--- src/include/trim_regs.svh ---
`ifndef TRIM_REGS_SVH
`define TRIM_REGS_SVH
`define ADDR_BANK0_TRIM_NEG90  12'h103
`define ADDR_BANK1_TRIM_ZERO   12'h112
`define ADDR_BANK1_TRIM_NEG90  12'h113
`define ADDR_BANK4_TRIM_ZERO   12'h142
`define ADDR_BANK5_TRIM_ZERO   12'h152
`define ADDR_STAMP_CTRL        12'h160
`define ADDR_TRIM_STATUS       12'h170
`define STAMP_EN_BIT           0
`define STAMP_CTRL_RESET       8'h00
`define FUSE_INDEX_BANK0_NEG90 3'h0
`define FUSE_INDEX_BANK1_ZERO  3'h1
`define FUSE_INDEX_BANK1_NEG90 3'h2
`define FUSE_INDEX_BANK4_ZERO  3'h3
`define FUSE_INDEX_BANK5_ZERO  3'h4
`define FUSE_COUNT             3'h5
`define SAMPLE_LATENCY         4
`endif

--- src/include/trim_pkg.sv ---
package trim_pkg;
	typedef enum logic [1:0] {
		LOAD_IDLE,
		LOAD_READ,
		LOAD_DONE
	} load_state_t;
	typedef logic [7:0] trim_t;
endpackage

--- src/include/fuse_if.sv ---
`timescale 1ns/1ps
`default_nettype none
interface fuse_if;
	logic       rd_en;
	logic [2:0] rd_addr;
	logic [7:0] rd_data;
	modport requester (output rd_en, output rd_addr, input rd_data);
	modport store (input rd_en, input rd_addr, output rd_data);
endinterface
`default_nettype wire

--- src/rtl/bank_timing_trim_and_timestamp_ctrl.sv ---
// Functional notes
// - Bank0 neg90 trim used in single-channel mode
// - Bank1 zero trim used in dual-channel mode
// - Bank1 neg90 trim used in single-channel mode
// - Bank4 zero trim used in both modes
// - Bank5 zero trim used in both modes
// - Trims load from fuses, stay read-write
// - Enable bit puts stamp on sample LSB
// - Stamp delayed same as sample latency
// - Stamp control resets to zero, reserved RW
// - Stamp rides lane 0 regardless width
//
// The address-and-strobe port was left to the implementer.
`timescale 1ns/1ps
`default_nettype none
`include "trim_regs.svh"
module bank_timing_trim_and_timestamp_ctrl
	import trim_pkg::*;
#(
	parameter int LATENCY = `SAMPLE_LATENCY,
	parameter int WIDTH   = 12
) (
	input  wire logic              sys_clk_i,
	input  wire logic              rstn_i,
	input  wire logic [11:0]       addr_i,
	input  wire logic [7:0]        wdata_i,
	input  wire logic              wr_i,
	input  wire logic              rd_i,
	output logic      [7:0]        rdata_o,
	input  wire logic [39:0]       fuse_bits_i,
	input  wire logic              single_mode_i,
	input  wire logic              stamp_receiver_enable_i,
	input  wire logic              stamp_i,
	input  wire logic [WIDTH-1:0]  sample_i,
	output logic      [WIDTH-1:0]  sample_o,
	output logic      [7:0]        conv_a_bank0_trim_o,
	output logic      [7:0]        conv_a_bank1_trim_o,
	output logic      [7:0]        conv_b_bank4_trim_o,
	output logic      [7:0]        conv_b_bank5_trim_o,
	output logic                   trim_ready_o
);
	initial begin
		if (LATENCY < 2) $error("LATENCY must be at least 2");
		if (WIDTH < 2) $error("WIDTH must be at least 2");
	end

	// Reset release through two flops
	logic rst_meta;
	logic rst_n;
	always_ff @(posedge sys_clk_i or negedge rstn_i) begin
		if (!rstn_i) begin
			rst_meta <= 1'b0;
			rst_n    <= 1'b0;
		end else begin
			rst_meta <= 1'b1;
			rst_n    <= rst_meta;
		end
	end

	trim_t       bank0_trim_neg90;
	trim_t       bank1_trim_zero;
	trim_t       bank1_trim_neg90;
	trim_t       bank4_trim_zero;
	trim_t       bank5_trim_zero;
	logic [7:0]  stamp_output_control;
	load_state_t state;
	logic [2:0]  load_idx;
	logic [2:0]  cap_idx;
	logic        cap_valid;

	fuse_if fuse ();

	fuse_store #(
		.DEPTH(5)
	) u_fuse (
		.clk_i       (sys_clk_i),
		.rst_n_i     (rst_n),
		.fuse_bits_i (fuse_bits_i),
		.port        (fuse.store)
	);

	function automatic logic hit(input logic [11:0] a, input logic [11:0] ref_a);
		return a == ref_a;
	endfunction

	// Fuse load walks every trim once after reset
	always_ff @(posedge sys_clk_i or negedge rst_n) begin
		if (!rst_n) begin
			state     <= LOAD_IDLE;
			load_idx  <= 3'h0;
			cap_idx   <= 3'h0;
			cap_valid <= 1'b0;
		end else begin
			cap_valid <= 1'b0;
			case (state)
			LOAD_IDLE: begin
				state <= LOAD_READ;
			end
			LOAD_READ: begin
				cap_idx   <= load_idx;
				cap_valid <= 1'b1;
				if (load_idx == `FUSE_COUNT - 3'h1) begin
					state <= LOAD_DONE;
				end else begin
					load_idx <= load_idx + 3'h1;
				end
			end
			LOAD_DONE: begin
				state <= LOAD_DONE;
			end
			default: begin
				state <= LOAD_IDLE;
			end
			endcase
		end
	end
	assign fuse.rd_en   = (state == LOAD_READ);
	assign fuse.rd_addr = load_idx;

	// Trims: fuse value first, software may override later; fuse load wins during load
	always_ff @(posedge sys_clk_i or negedge rst_n) begin
		if (!rst_n) begin
			bank0_trim_neg90 <= 8'h00;
			bank1_trim_zero  <= 8'h00;
			bank1_trim_neg90 <= 8'h00;
			bank4_trim_zero  <= 8'h00;
			bank5_trim_zero  <= 8'h00;
		end else if (cap_valid) begin
			case (cap_idx)
			`FUSE_INDEX_BANK0_NEG90: bank0_trim_neg90 <= fuse.rd_data;
			`FUSE_INDEX_BANK1_ZERO:  bank1_trim_zero  <= fuse.rd_data;
			`FUSE_INDEX_BANK1_NEG90: bank1_trim_neg90 <= fuse.rd_data;
			`FUSE_INDEX_BANK4_ZERO:  bank4_trim_zero  <= fuse.rd_data;
			`FUSE_INDEX_BANK5_ZERO:  bank5_trim_zero  <= fuse.rd_data;
			default: begin
			end
			endcase
		end else if (wr_i) begin
			if (hit(addr_i, `ADDR_BANK0_TRIM_NEG90)) bank0_trim_neg90 <= wdata_i;
			if (hit(addr_i, `ADDR_BANK1_TRIM_ZERO))  bank1_trim_zero  <= wdata_i;
			if (hit(addr_i, `ADDR_BANK1_TRIM_NEG90)) bank1_trim_neg90 <= wdata_i;
			if (hit(addr_i, `ADDR_BANK4_TRIM_ZERO))  bank4_trim_zero  <= wdata_i;
			if (hit(addr_i, `ADDR_BANK5_TRIM_ZERO))  bank5_trim_zero  <= wdata_i;
		end
	end

	// Stamp control, all bits stored, reserved ones too
	always_ff @(posedge sys_clk_i or negedge rst_n) begin
		if (!rst_n) begin
			stamp_output_control <= `STAMP_CTRL_RESET;
		end else if (wr_i && hit(addr_i, `ADDR_STAMP_CTRL)) begin
			stamp_output_control <= wdata_i;
		end
	end

	// Read port, unmapped addresses read zero
	always_ff @(posedge sys_clk_i or negedge rst_n) begin
		if (!rst_n) begin
			rdata_o <= 8'h00;
		end else if (rd_i) begin
			case (addr_i)
			`ADDR_BANK0_TRIM_NEG90: rdata_o <= bank0_trim_neg90;
			`ADDR_BANK1_TRIM_ZERO:  rdata_o <= bank1_trim_zero;
			`ADDR_BANK1_TRIM_NEG90: rdata_o <= bank1_trim_neg90;
			`ADDR_BANK4_TRIM_ZERO:  rdata_o <= bank4_trim_zero;
			`ADDR_BANK5_TRIM_ZERO:  rdata_o <= bank5_trim_zero;
			`ADDR_STAMP_CTRL:       rdata_o <= stamp_output_control;
			`ADDR_TRIM_STATUS:      rdata_o <= {7'h00, state == LOAD_DONE};
			default:                rdata_o <= 8'h00;
			endcase
		end else begin
			rdata_o <= 8'h00;
		end
	end

	// Trim selection by clock phase; bank 0 zero-degree trim lives elsewhere
	always_ff @(posedge sys_clk_i or negedge rst_n) begin
		if (!rst_n) begin
			conv_a_bank0_trim_o <= 8'h00;
			conv_a_bank1_trim_o <= 8'h00;
			conv_b_bank4_trim_o <= 8'h00;
			conv_b_bank5_trim_o <= 8'h00;
			trim_ready_o        <= 1'b0;
		end else begin
			conv_a_bank0_trim_o <= single_mode_i ? bank0_trim_neg90 : 8'h00;
			conv_a_bank1_trim_o <= single_mode_i ? bank1_trim_neg90
			                                     : bank1_trim_zero;
			conv_b_bank4_trim_o <= bank4_trim_zero;
			conv_b_bank5_trim_o <= bank5_trim_zero;
			trim_ready_o        <= (state == LOAD_DONE);
		end
	end

	// Sample path and stamp path share one latency
	logic             stamp_gated;
	logic             stamp_late;
	logic [WIDTH-1:0] sample_pipe [LATENCY-1];
	assign stamp_gated = stamp_i & stamp_receiver_enable_i;

	stamp_delay #(
		.LATENCY(LATENCY - 1)
	) u_delay (
		.clk_i   (sys_clk_i),
		.rst_n_i (rst_n),
		.in_i    (stamp_gated),
		.out_o   (stamp_late)
	);

	always_ff @(posedge sys_clk_i or negedge rst_n) begin
		if (!rst_n) begin
			for (int i = 0; i < LATENCY - 1; i++) sample_pipe[i] <= '0;
		end else begin
			sample_pipe[0] <= sample_i;
			for (int i = 1; i < LATENCY - 1; i++) sample_pipe[i] <= sample_pipe[i-1];
		end
	end

	// Last stage: lane 0 carries the stamp when enabled
	always_ff @(posedge sys_clk_i or negedge rst_n) begin
		if (!rst_n) begin
			sample_o <= '0;
		end else if (stamp_output_control[`STAMP_EN_BIT]) begin
			sample_o <= {sample_pipe[LATENCY-2][WIDTH-1:1], stamp_late};
		end else begin
			sample_o <= sample_pipe[LATENCY-2];
		end
	end

	property p_stamp_ctrl_reset;
		@(posedge sys_clk_i) $rose(rst_n) |-> stamp_output_control == 8'h00;
	endproperty
	a_stamp_ctrl_reset: assert property (p_stamp_ctrl_reset) else $error("ctrl not zero");

	property p_stamp_lsb;
		@(posedge sys_clk_i) disable iff (!rst_n)
		stamp_output_control[0] && $past(stamp_output_control[0])
		|=> sample_o[0] == $past(stamp_late);
	endproperty
	a_stamp_lsb: assert property (p_stamp_lsb) else $error("stamp not on lsb");

	property p_latency;
		@(posedge sys_clk_i) disable iff (!rst_n)
		$past(stamp_output_control[0]) |-> sample_o[0] == $past(stamp_gated, LATENCY);
	endproperty
	a_latency: assert property (p_latency) else $error("latency check");

	property p_bank4;
		@(posedge sys_clk_i) disable iff (!rst_n)
		1'b1 |=> conv_b_bank4_trim_o == $past(bank4_trim_zero);
	endproperty
	a_bank4: assert property (p_bank4) else $error("bank4 trim");

	property p_bank5;
		@(posedge sys_clk_i) disable iff (!rst_n)
		1'b1 |=> conv_b_bank5_trim_o == $past(bank5_trim_zero);
	endproperty
	a_bank5: assert property (p_bank5) else $error("bank5 trim");

	property p_bank1_zero;
		@(posedge sys_clk_i) disable iff (!rst_n)
		!single_mode_i |=> conv_a_bank1_trim_o == $past(bank1_trim_zero);
	endproperty
	a_bank1_zero: assert property (p_bank1_zero) else $error("bank1 zero");

	property p_bank1_neg;
		@(posedge sys_clk_i) disable iff (!rst_n)
		single_mode_i |=> conv_a_bank1_trim_o == $past(bank1_trim_neg90);
	endproperty
	a_bank1_neg: assert property (p_bank1_neg) else $error("bank1 neg90");

	property p_bank0_neg;
		@(posedge sys_clk_i) disable iff (!rst_n)
		single_mode_i |=> conv_a_bank0_trim_o == $past(bank0_trim_neg90);
	endproperty
	a_bank0_neg: assert property (p_bank0_neg) else $error("bank0 neg90");

	property p_fuse_load;
		@(posedge sys_clk_i) disable iff (!rst_n)
		$rose(rst_n) ##0 1'b1 |-> ##[1:12] trim_ready_o;
	endproperty
	a_fuse_load: assert property (p_fuse_load) else $error("fuse load slow");

	// Data bits above the stamp lane keep the full pipeline depth
	property p_sample_delay;
		@(posedge sys_clk_i) disable iff (!rst_n)
		$past(rst_n, LATENCY) |-> sample_o[WIDTH-1:1] == $past(sample_i[WIDTH-1:1], LATENCY);
	endproperty
	a_sample_delay: assert property (p_sample_delay) else $error("sample latency");

	// Dual mode has no use for the neg90 bank 0 trim
	property p_bank0_dual;
		@(posedge sys_clk_i) disable iff (!rst_n)
		!single_mode_i |=> conv_a_bank0_trim_o == 8'h00;
	endproperty
	a_bank0_dual: assert property (p_bank0_dual) else $error("bank0 dual");

	// Every bit of the control word lands, reserved ones too
	property p_ctrl_write;
		@(posedge sys_clk_i) disable iff (!rst_n)
		wr_i && addr_i == `ADDR_STAMP_CTRL |=> stamp_output_control == $past(wdata_i);
	endproperty
	a_ctrl_write: assert property (p_ctrl_write) else $error("ctrl write");
endmodule
`default_nettype wire

--- src/rtl/fuse_store.sv ---
`timescale 1ns/1ps
`default_nettype none
module fuse_store
	import trim_pkg::*;
#(
	parameter int DEPTH = 5
) (
	input  wire logic   clk_i,
	input  wire logic   rst_n_i,
	input  wire logic [8*DEPTH-1:0] fuse_bits_i,
	fuse_if.store       port
);
	initial begin
		if (DEPTH < 1 || DEPTH > 8) $error("fuse_store: DEPTH out of range");
	end
	// Registered read so the load sequence sees one-cycle latency
	always_ff @(posedge clk_i or negedge rst_n_i) begin
		if (!rst_n_i) begin
			port.rd_data <= 8'h00;
		end else if (port.rd_en) begin
			port.rd_data <= fuse_bits_i[port.rd_addr*8 +: 8];
		end
	end
endmodule
`default_nettype wire

--- src/rtl/stamp_delay.sv ---
`timescale 1ns/1ps
`default_nettype none
module stamp_delay #(
	parameter int LATENCY = 4
) (
	input  wire logic clk_i,
	input  wire logic rst_n_i,
	input  wire logic in_i,
	output logic      out_o
);
	logic [LATENCY-1:0] pipe;
	initial begin
		if (LATENCY < 1) $error("stamp_delay: LATENCY must be at least 1");
	end
	// Shift line matched to the sample pipeline depth
	always_ff @(posedge clk_i or negedge rst_n_i) begin
		if (!rst_n_i) begin
			pipe <= '0;
		end else begin
			// Cast drops the oldest bit, which also serves a one-stage line
			pipe <= LATENCY'({pipe, in_i});
		end
	end
	assign out_o = pipe[LATENCY-1];
endmodule
`default_nettype wire

--- config.mk ---
export PLATFORM = sky130hd
export DESIGN_NAME = bank_timing_trim_and_timestamp_ctrl
export DESIGN_NICKNAME = d
export VERILOG_FILES = /design/src/include/trim_pkg.sv /design/src/include/fuse_if.sv /design/src/rtl/bank_timing_trim_and_timestamp_ctrl.sv /design/src/rtl/fuse_store.sv /design/src/rtl/stamp_delay.sv
export VERILOG_INCLUDE_DIRS = /design/src /design/src/include
export SDC_FILE = /design/constraint.sdc
export NUM_CORES = 1
export LEC_CHECK = 0
export BUFFER_PORTS_ARGS = -buffer_cell sky130_fd_sc_hd__buf_2
export CORE_UTILIZATION = 47
export CTS_BUF_LIST = sky130_fd_sc_hd__clkbuf_8
export DETAILED_ROUTE_END_ITERATION = 6
export PLACE_DENSITY_LB_ADDON = 0.12
export SLEW_MARGIN = 25
export SYNTH_ARGS = -nofsm -noshare
export SYNTH_HDL_FRONTEND = slang
export SYNTH_SLANG_ARGS = --single-unit
--- constraint.sdc ---
create_clock -name sys_clk_i -period 4.72 [get_ports sys_clk_i]
set_input_delay 0.944 -clock sys_clk_i [delete_from_list [all_inputs] [get_ports sys_clk_i]]
set_output_delay 0.944 -clock sys_clk_i [all_outputs]
set_load 0.005 [all_outputs]
# Word level (Yosys, flattened, before mapping)
# Index checks and enable logic that the tools add are counted.
dict set report op_classes {
  add_sub_neg 1
  eq_ne 20
  shift 1
  mux 28
  n_bitwise 2
  reduce_logical 15
}
# op count
set op_table {}
lappend op_table {{8-bit 2-to-1 mux} 23}
lappend op_table {{12-bit by 9-bit equality test with 1-bit output, second input constant} 7}
lappend op_table {{8-bit one-hot mux with 7 select lines} 1}
lappend op_table {{40-bit by 7-bit indexed part select with 8-bit output} 1}
lappend op_table {{3-bit AND reduction} 5}
lappend op_table {{2-bit by 1-bit inequality test with 1-bit output, second input constant} 6}
lappend op_table {{2-bit nonzero test} 6}
lappend op_table {{3-bit by 2-bit equality test with 1-bit output, second input constant} 2}
lappend op_table {{3-bit equality test, second input constant} 2}
lappend op_table {{2-bit one-hot mux with 3 select lines} 1}
lappend op_table {{3-bit by 1-bit adder with 3-bit output, second input constant} 1}
lappend op_table {{3-bit by 1-bit equality test with 1-bit output, second input constant} 1}
lappend op_table {{3-bit zero test} 1}
lappend op_table {{2-bit by 1-bit equality test with 1-bit output, second input constant} 1}
lappend op_table {{2-bit equality test, second input constant} 1}
lappend op_table {{2-bit zero test} 1}
lappend op_table {{1-bit 2-to-1 mux} 2}
lappend op_table {{2-bit 2-to-1 mux} 1}
lappend op_table {{2-bit AND reduction} 1}
lappend op_table {{1-bit AND} 1}
lappend op_table {{1-bit logical AND} 1}
lappend op_table {{1-bit NOT} 1}
dict set report word_totals {
  register_bits 159
  inputBits 79
  output_inout_bits 53
  elab_cells 91
}

# Longest topological paths before layout
# Gate-level depths: netlist (run 1).
dict set report logic_depth {
  word_depth 4
  ltp_mapped 7
  depth_no_buf 6
}

# Hierarchy
# A second synthesis (run 1) with hierarchy kept.
dict set report unflattened {
  hier_cells 404
  area_unflattened_um2 6098.3
}
# mod n_inst cells_each area_per_inst_um2 seq_area_each_um2
set modules_own_cells {}
lappend modules_own_cells {bank_timing_trim_and_timestamp_ctrl 1 353 5451.5 3703.6}
lappend modules_own_cells {fuse_store 1 48 571.8 200.2}
lappend modules_own_cells {stamp_delay 1 3 75.1 75.1}

# Worst setup path after synthesis (run 1)
# OpenSTA, ideal clock, no wires.
dict set report synth_path {
  path_type {input -> register}
  from {in addr_i[3]}
  to {reg bank4_trim_zero[0]}
  setup_ns 0.125
  t_arrival_ns 2.913
  required_ns 4.595
  setup_slack_ns 1.682
  path_stages 6
  n_path_buf 2
  cell_sequence {or4b_1 buf_2 nor4_1 a22o_1 buf_4 mux2_2}
}
dict set report synth_between {
  elab_chain_len 3
}
# item line_no
set synth_lines {}
lappend synth_lines {{start, declared} bank_timing_trim_and_timestamp_ctrl.sv:25} ;# input wire logic [11:0] addr_i,
lappend synth_lines {{12-bit by 9-bit equality test with 1-bit output} bank_timing_trim_and_timestamp_ctrl.sv:83} ;# return a == ref_a;
lappend synth_lines {{2-bit nonzero test (no source line)} --}
lappend synth_lines {{3-bit AND reduction (no source line)} --}
lappend synth_lines {{end signal, assigned} bank_timing_trim_and_timestamp_ctrl.sv:133} ;# `FUSE_INDEX_BANK4_ZERO: bank4_trim_zero <= fuse.rd_data;
lappend synth_lines {{end signal, assigned} bank_timing_trim_and_timestamp_ctrl.sv:142} ;# if (hit(addr_i, `ADDR_BANK4_TRIM_ZERO)) bank4_trim_zero <= wdata_i;
lappend synth_lines {{end, declared} bank_timing_trim_and_timestamp_ctrl.sv:63} ;# trim_t bank4_trim_zero;
# Every way passes these cells.
# A chain may end at the register's enable or synchronous reset.

# Worst setup path after layout (run 1)
dict set report layout_path {
  from {in addr_i[3]}
  to {reg bank4_trim_zero[1]}
}
# The elaborated chain is that of the path after synthesis.

==> flow_metrics.env, run 1 <==
export IMPL_dp_hpwl_mm=9.01
export IMPL_syn_to_final_growth_pct=20.7
export IMPL_p_per_area_mw_per_mm2=370
export IMPL_fin_tns_setup_ps=0
export IMPL_multi_input_area_mm2=0.00206
export IMPL_clkLatencyLatePin_ps=460
export IMPL_seqCellArea_mm2=0.00398
export IMPL_grt_pass1_wl_mm=20.8
export IMPL_die_height_um=116
export IMPL_ios=132
export IMPL_cts_sinks=159
export IMPL_timing_final_max_slew_violations=0
export IMPL_io_buffers=131
export IMPL_grt_max_degree=98
export IMPL_cts_resized=0
export IMPL_route_detailed_drc=0
export IMPL_drt_total_wl_mm=12.6
export IMPL_maxCapViolations=0
export IMPL_hold_class="input port to asynchronous set/reset pin"
export IMPL_h_tree_depth=4
export IMPL_synth_edff_count=0
export IMPL_combPwrFrac=0.057
export IMPL_cts_root_buffer_cell="clkbuf_8"
export IMPL_num_antenna_cells=0
export IMPL_switching_share=0.220
export IMPL_rsz0062_at_grt="no"
export IMPL_synth_nets=504
export IMPL_overflow=0
export IMPL_cts_hold_buffers=0
export IMPL_critPathArrivalTime_ps=3490
export IMPL_rows=41
export IMPL_cts_made_buffers=17
export IMPL_worstPathMaxFanout=9
export IMPL_grt_usage=0.209
export IMPL_synth_most_common_cell="dfrtp_1"
export IMPL_hold_ws_ps=261
export IMPL_drt_initial_drc_count=169
export IMPL_fillers=1032
export IMPL_period_share=0.668
export IMPL_grt_pass1_vias=3913
export IMPL_intPower_uw=2140
export IMPL_yosys_area_top_type="dfrtp_1"
export IMPL_leakage_uw=0.00336
export IMPL_synth_top_area_share=0.647
export IMPL_async_reset_ff_frac=1.00
export IMPL_final_cells=736
export IMPL_via_per_inst=5.17
export IMPL_reg_largest_list="sample_pipe x36, sample_o x12"
export IMPL_dr_total_vias=3802
export IMPL_yosys_top_cells_area="dfrtp_1, mux2_2, mux4_2, mux2i_1, nand2_1"
export IMPL_synthCells=420
export IMPL_clk_pin_slew_ps=80
export IMPL_critical_path_class="input port to flop"
export IMPL_core_area_mm2=0.0127
export IMPL_synth_ff_type="dfrtp_1"
export IMPL_tightest_slew_ps=885
export IMPL_grt_antenna_before_repair=1
export IMPL_stdcell_area_mm2=0.00742
export IMPL_cp_required_ps=5060
export IMPL_pwr_share_seq=0.530
export IMPL_drtAntennaViolNets=0
export IMPL_nNetsFinal=636
export IMPL_skew_ps=9.71
export IMPL_routabilityCongestion=0.894
export IMPL_cts_max_path_buffers=2
export IMPL_status="complete, no violations"
export IMPL_setup_viol=0
export IMPL_largest_reg_flops=36
export IMPL_die_area_mm2=0.0135
export IMPL_slew_headroom=0.401
export IMPL_yosysUniqueCellTypes=53
export IMPL_synthTopCellsByCount="dfrtp_1, mux2_2, nand2_1"
export IMPL_drive_gt1_frac=0.443
export IMPL_cts_tree="done"
export IMPL_die_w_um=116
export IMPL_critPathLaunchType="input port"
export IMPL_pwr_share_clk=0.413
export IMPL_crit_path_end_kind="flop"
export IMPL_wl_per_cell_um=17.2
export IMPL_start_util=0.485
export IMPL_regMostFlops="sample_pipe"
export IMPL_seq_area_frac_synth=0.647
export IMPL_post_route_min_period_ps=3160
export IMPL_fmax_mhz=317
export IMPL_place_inst=705
export IMPL_synth_seq_cells=159
export IMPL_power_switching_uw=604
export IMPL_hold_violations=0
export IMPL_ir_drop_mv=0.195
export IMPL_postCtsSetupBuffers=0
export IMPL_syn_area_per_cell_um2=14.6
export IMPL_firstDrtPassIters=4
export IMPL_place_area_mm2=0.00696
export IMPL_netlist_area_mm2=0.00615
export IMPL_yosysWarningCount=0
export IMPL_rr_worst_depth=3
==> critical path, stage by stage <==
cell,delay [ps]
buf_2,100
or4b_1,720
nor4_1,820
a22o_1,510
mux2_2,390
==> layer usage <==
| metal | GRT usage | vias up | wire length (um) |
|---|---|---|---|
| met3 | 0.0467 | 15 | 764 |
| met2 | 0.319 | 133 | 5970 |
| li1 | - | 1767 | - |
| met1 | 0.290 | 1887 | 5670 |
| met4 | 0.0880 | 0 | 233 |
| met5 | 0 | - | 0 |
==> through the flow <==
step	worst slack, ps	total power [uW]	util
6_report	1560	2750	0.586
5_1_grt	1350	2850	0.586
3_5_place_dp	1090	1640	0.549
2_1_floorplan	1680	1560	-
3_3_place_gp	1230	1640	0.549
4_1_cts	1590	2780	0.586
==> logic make-up after synthesis <==
| group | count (synthesis) | share of synthesized area |
|---|---|---|
| flops | 159 | 0.647 |
| simple gates | 93 | 0.0867 |
| mux | 89 | 0.175 |
| compound gates | 45 | 0.0588 |
| buf+inv | 26 | 0.0185 |
| fa+ha+maj | 5 | 0.0102 |
| xor+xnor | 2 | 0.00285 |
| other cells | 1 | 0.000610 |
==> final timing paths <==
kind / start / end / slack [ps]
setup / recovery: addr_i[3] / bank4_trim_zero[1] / 1560
hold / removal: rstn_i / rst_meta / 260
setup reg to reg: cap_valid / bank0_trim_neg90[1] / 2550
hold reg to reg: sample_pipe[27] / sample_pipe[15] / 350
max in group asynchronous: rst_n / conv_a_bank1_trim_o[7] / 3320
min in group sys_clk_i: sample_pipe[27] / sample_pipe[15] / 350
==> power groups by stage <==
stage	logic [uW]	clock network, uW	registers, uW
floorplan	67.7	0	1490
global placement	157	0	1480
detailed placement	159	0	1480
CTS	160	1160	1460
global route	177	1210	1470
finish	158	1130	1460
==> cell type report <==
cell class,count,share of cell area
flip-flops and latches,159,0.537
repair buffers,133,0.0921
clock inverters,13,0.0285
clock buffers,18,0.0334
inverters,6,0.00304
multi-input cells,235,0.277
well taps,172,0.0290
==> cell usage in the layout, fill, tap and decap left out, types with 3 or more instances in the layout <==
master / count
bufinv_16: 5
mux4_2: 8
ha_1: 5
a211oi_1: 4
clkbuf_8: 18
and2_1: 9
nor2_1: 9
a22oi_1: 5
clkinvlp_4: 3
nor2b_1: 12
nand2b_1: 3
mux2_2: 70
nand3b_1: 4
nand3_1: 4
inv_1: 6
o32a_1: 7
a311oi_1: 4
nand4b_1: 4
or3_1: 4
buf_2: 131
nand2_1: 25
a22o_1: 3
mux2i_1: 11
a21oi_1: 11
dfrtp_1: 158
No activity file was read; power rests on OpenSTA's default activity.
==> run 2: changes to the inputs <==
==> constraint.sdc (replaced) <==
create_clock -name sys_clk_i -period 3 [get_ports sys_clk_i]
set_input_delay 0.6 -clock sys_clk_i [delete_from_list [all_inputs] [get_ports sys_clk_i]]
set_output_delay 0.6 -clock sys_clk_i [all_outputs]
set_load 0.005 [all_outputs]
==> flow_metrics.env, run 2 (synthesis results as in run 1) <==
export IMPL_status="complete, no violations"
export IMPL_via_per_inst=5.16
export IMPL_holdPathEnd="sample_pipe[31]"
export IMPL_syn_to_final_growth_pct=22.2
export IMPL_regMostFlops="sample_pipe"
export IMPL_dp_hpwl_mm=9.10
export IMPL_period_share=0.779
export IMPL_nNetsFinal=649
export IMPL_timing_final_max_slew_violations=0
export IMPL_drtAntennaViolNets=0
export IMPL_setup_viol=0
export IMPL_cp_required_ps=3340
export IMPL_largest_reg_flops=36
export IMPL_critical_path_class="input port to flop"
export IMPL_cts_made_buffers=17
export IMPL_fmax_mhz=428
export IMPL_h_tree_depth=4
export IMPL_rr_worst_depth=4
export IMPL_die_w_um=116
export IMPL_die_height_um=116
export IMPL_crit_chain="buf_2 -> or4b_1 -> or3_4 -> o41ai_4 -> buf_4 -> mux2_2"
export IMPL_io_buffers=131
export IMPL_ir_drop_mv=0.340
export IMPL_worstPathMaxFanout=8
export IMPL_final_common_cell="dfrtp_1"
export IMPL_grt_pass1_vias=4024
export IMPL_wl_per_cell_um=16.9
export IMPL_grt_usage=0.209
export IMPL_clkLatencyLatePin_ps=450
export IMPL_dp_slack_ps=183
export IMPL_drt_total_wl_mm=12.6
export IMPL_num_antenna_cells=0
export IMPL_rows=41
export IMPL_reg_largest_list="sample_pipe x36, sample_o x12"
export IMPL_max_stage_delay_ps=670
export IMPL_dr_total_vias=3857
export IMPL_hold_violations=0
export IMPL_cts_sinks=159
export IMPL_clk_pin_slew_ps=80
export IMPL_fin_tns_setup_ps=0
export IMPL_rsz0062_at_grt="no"
export IMPL_hold_class="input port to flop"
export IMPL_leakage_uw=0.00343
export IMPL_grt_pass1_wl_mm=20.6
export IMPL_worstHoldStart="sample_i[7]"
export IMPL_tightest_slew_ps=746
export IMPL_cts_max_path_buffers=2
export IMPL_critPathLaunchType="input port"
export IMPL_drive_gt1_frac=0.450
export IMPL_skew_ps=8.27
export IMPL_ios=132
export IMPL_layout_setup_ws_ps=664
export IMPL_startpoint="addr_i[3]"
export IMPL_layout_common_cells="dfrtp_1, buf_2, mux2_2"
export IMPL_core_area_mm2=0.0127
export IMPL_grt_max_degree=60
export IMPL_grt_antenna_before_repair=1
export IMPL_cts_tree="done"
export IMPL_drt_initial_drc_count=194
export IMPL_routabilityCongestion=0.946
export IMPL_die_area_mm2=0.0135
export IMPL_post_route_min_period_ps=2340
export IMPL_reg2reg_from="fuse.rd_addr[0]"
export IMPL_hold_depth=1
export IMPL_finalPower_uw=4280
export IMPL_route_detailed_drc=0
export IMPL_p_per_area_mw_per_mm2=569
export IMPL_firstDrtPassIters=4
export IMPL_overflow=0
export IMPL_slew_headroom=0.500
export IMPL_cp_slowest_cell="or4b_1"
export IMPL_crit_reg2reg_capture="state[1]"
export IMPL_critPathArrivalTime_ps=2670
export IMPL_maxCapViolations=0
export IMPL_postCtsSetupBuffers=0
export IMPL_cts_root_buffer_cell="clkbuf_8"
export IMPL_crit_path_end_kind="flop"
export IMPL_r2r_setup_slack_ps=920
export IMPL_start_util=0.485
export IMPL_hold_ws_ps=248
-- run 2: metrics by stage --
stage               cell area [um2]  instances   util
floorplan                      6150        420      -
global placement               7060        717  0.557
detailed placement             7060        717  0.557
CTS                            7520        748  0.593
global route                   7520        748  0.593
finish                         7520        748  0.593
-- run 2: layer usage --
| layer | track usage | part of all wire | wire (um) | up-vias |
|---|---|---|---|---|
| met5 | 0 | 0 | 0 | - |
| li1 | - | - | - | 1798 |
| met3 | 0.0514 | 0.066 | 830 | 22 |
| met4 | 0.112 | 0.025 | 310 | 0 |
| met1 | 0.285 | 0.45 | 5660 | 1896 |
| met2 | 0.309 | 0.46 | 5830 | 141 |
-- run 2: worst max-delay path by stage --
stage,endpoint,slack [ps],cells past startpoint
6_report,bank1_trim_zero[5],660,6
4_1_cts,bank1_trim_zero[5],680,6
3_3_place_gp,bank5_trim_zero[3],230,5
2_1_floorplan,bank4_trim_zero[0],310,6
5_1_grt,bank1_trim_zero[7],600,6
3_5_place_dp,bank1_trim_zero[5],180,6
-- run 2: final cells by class --
type                    instances  area (um2)
well taps                     172         215
flip-flops and latches        159        3980
fillers                      1043        5150
inverters                       6        22.5
repair buffers                146         796
clock buffers                  18         248
clock inverters                12         195
multi-input cells             235        2060
-- run 2: critical path, delay by kind of cell --
| kind | cells | cell delay (ps) |
|---|---|---|
| and+or+nand+nor | 2 | 1170 |
| muxes | 1 | 350 |
| buffers and inverters | 2 | 330 |
| AOI/OAI and AO/OA | 1 | 210 |
-- run 2: repair_timing --
action	in CTS	in global routing
resized for setup	0	0
hold buffers	1	0
hold endpoints to repair	2	0
endpoints found under the setup margin	0	0
-- run 2: power by group --
part           total (uW)  internal [uW]  switching [uW]
registers            2290           2240            51.3
clock network        1730            997             737
logic                 258            131             127
==> run 3: changes to the inputs <==
==> constraint.sdc (replaced) <==
create_clock -name sys_clk_i -period 2.07 [get_ports sys_clk_i]
set_input_delay 0.414 -clock sys_clk_i [delete_from_list [all_inputs] [get_ports sys_clk_i]]
set_output_delay 0.414 -clock sys_clk_i [all_outputs]
set_load 0.005 [all_outputs]
==> flow_metrics.env, run 3 (synthesis results as in run 1) <==
export IMPL_hold_depth=1
export IMPL_p_per_area_mw_per_mm2=780
export IMPL_critical_path_class="input port to flop"
export IMPL_max_stage_delay_ps=570
export IMPL_dp_hpwl_mm=9.47
export IMPL_crit_path_end_kind="flop"
export IMPL_holdPathEnd="sample_pipe[26]"
export IMPL_hold_ws_ps=57.3
export IMPL_nNetsFinal=673
export IMPL_cts_made_buffers=17
export IMPL_critPathArrivalTime_ps=2320
export IMPL_ir_drop_mv=0.476
export IMPL_route_detailed_drc=0
export IMPL_crit_chain="buf_2 -> or4b_4 -> or3_4 -> o41ai_4 -> buf_4 -> mux2_2"
export IMPL_final_util=0.615
export IMPL_start_util=0.485
export IMPL_largest_reg_flops=36
export IMPL_via_per_inst=5.11
export IMPL_routabilityCongestion=0.885
export IMPL_clkLatencyLatePin_ps=450
export IMPL_core_area_mm2=0.0127
export IMPL_finalPower_uw=6080
export IMPL_post_route_min_period_ps=1990
export IMPL_hold_class="input port to flop"
export IMPL_num_antenna_cells=0
export IMPL_grt_max_degree=60
export IMPL_rr_worst_depth=6
export IMPL_maxCapViolations=0
export IMPL_skew_ps=9.16
export IMPL_die_height_um=116
export IMPL_cpLargestDelayFamily="simple AND/OR/NAND/NOR gates"
export IMPL_grt_pass1_vias=3949
export IMPL_die_area_mm2=0.0135
export IMPL_rsz0062_at_grt="no"
export IMPL_fmax_mhz=503
export IMPL_overflow=0
export IMPL_drt_total_wl_mm=12.9
export IMPL_dr_total_vias=3957
export IMPL_postCtsSetupBuffers=0
export IMPL_tightest_slew_ps=606
export IMPL_cts_tree="done"
export IMPL_layout_common_cells="dfrtp_1, buf_2, mux2_2"
export IMPL_cts_root_buffer_cell="clkbuf_8"
export IMPL_cp_slowest_cell="or4b_4"
export IMPL_grt_antenna_before_repair=0
export IMPL_timing_final_max_slew_violations=0
export IMPL_syn_to_final_growth_pct=26.8
export IMPL_firstDrtPassIters=4
export IMPL_cp_required_ps=2410
export IMPL_die_w_um=116
export IMPL_cp_depth=6
export IMPL_reg2reg_from="cap_valid"
export IMPL_worstHoldStart="sample_i[2]"
export IMPL_clk_pin_slew_ps=80
export IMPL_period_share=0.960
export IMPL_critPathLaunchType="input port"
export IMPL_drt_initial_drc_count=257
export IMPL_grt_pass1_wl_mm=20.6
export IMPL_slew_headroom=0.594
export IMPL_drtAntennaViolNets=0
export IMPL_wl_per_cell_um=16.7
export IMPL_final_common_cell="dfrtp_1"
export IMPL_r2r_setup_slack_ps=320
export IMPL_regMostFlops="sample_pipe"
export IMPL_cts_max_path_buffers=2
export IMPL_worstPathMaxFanout=4
export IMPL_leakage_uw=0.00360
export IMPL_critPathBufInv=2
export IMPL_drive_gt1_frac=0.480
export IMPL_io_buffers=131
export IMPL_h_tree_depth=4
export IMPL_reg_largest_list="sample_pipe x36, sample_o x12"
export IMPL_cts_sinks=159
export IMPL_ios=132
export IMPL_crit_reg2reg_capture="bank1_trim_zero[3]"
export IMPL_setup_viol=0
export IMPL_status="complete, no violations"
export IMPL_hold_violations=0
export IMPL_grt_usage=0.209
export IMPL_rows=41
run 3: cell count changes in the layout (fill, tap and decap cells not counted), moves of 2 or more:
cell,change
buf_12,+2
buf_4,+22
bufinv_16,-2
inv_6,+2
mux2_2,-16
mux2_4,+16
run 3: worst max path at each step:
stage | startpoint | endpoint | slack, ps
after CTS | addr_i[3] | stamp_output_control[5] | 110
final | addr_i[3] | bank1_trim_zero[3] | 80
after global routing | addr_i[3] | stamp_output_control[1] | 60
after floorplan | addr_i[3] | bank1_trim_zero[0] | -430
after detailed placement | addr_i[3] | stamp_output_control[5] | -370
after global placement | addr_i[3] | stamp_output_control[0] | -380
run 3: repair_timing:
item | in CTS | in global routing
gates resized for setup | 0 | 0
hold endpoints to repair | 2 | 0
hold buffers | 1 | 0
run 3: per-stage QoR:
stage                     instances  worst slack, ps  TNS [ps]  cell area (um2)
after CTS                       774              106         0             7800
final                           774             83.6         0             7800
after global routing            774             61.5         0             7800
after global placement          741             -383    -14510             7360
after floorplan                 420             -430    -10410             6280
after detailed placement        741             -374    -15230             7360
run 3: layout make-up:
type	instances	area, um2
Clock buffer	19	262
Tap cell	172	215
Sequential cell	159	3980
Multi-Input combinational cell	235	2150
Fill cell	1059	4870
Clock inverter	13	161
Inverter	6	22.5
Timing Repair Buffer	170	1000
run 3: metal layers:
metal,wire length (um),track usage,part of all wire
met1,5710,0.279,0.44
met2,6220,0.326,0.48
met3,763,0.0597,0.059
met4,192,0.0786,0.015
met5,0,0,0
run 3: power by group:
group / leakage (uW) / total, uW / switching (uW) / internal, uW
registers: 0.00190 / 3310 / 71.1 / 3240
clock network: 0.000210 / 2360 / 1100 / 1260
logic: 0.00149 / 409 / 195 / 215
total: 0.00360 / 6080 / 1370 / 4710
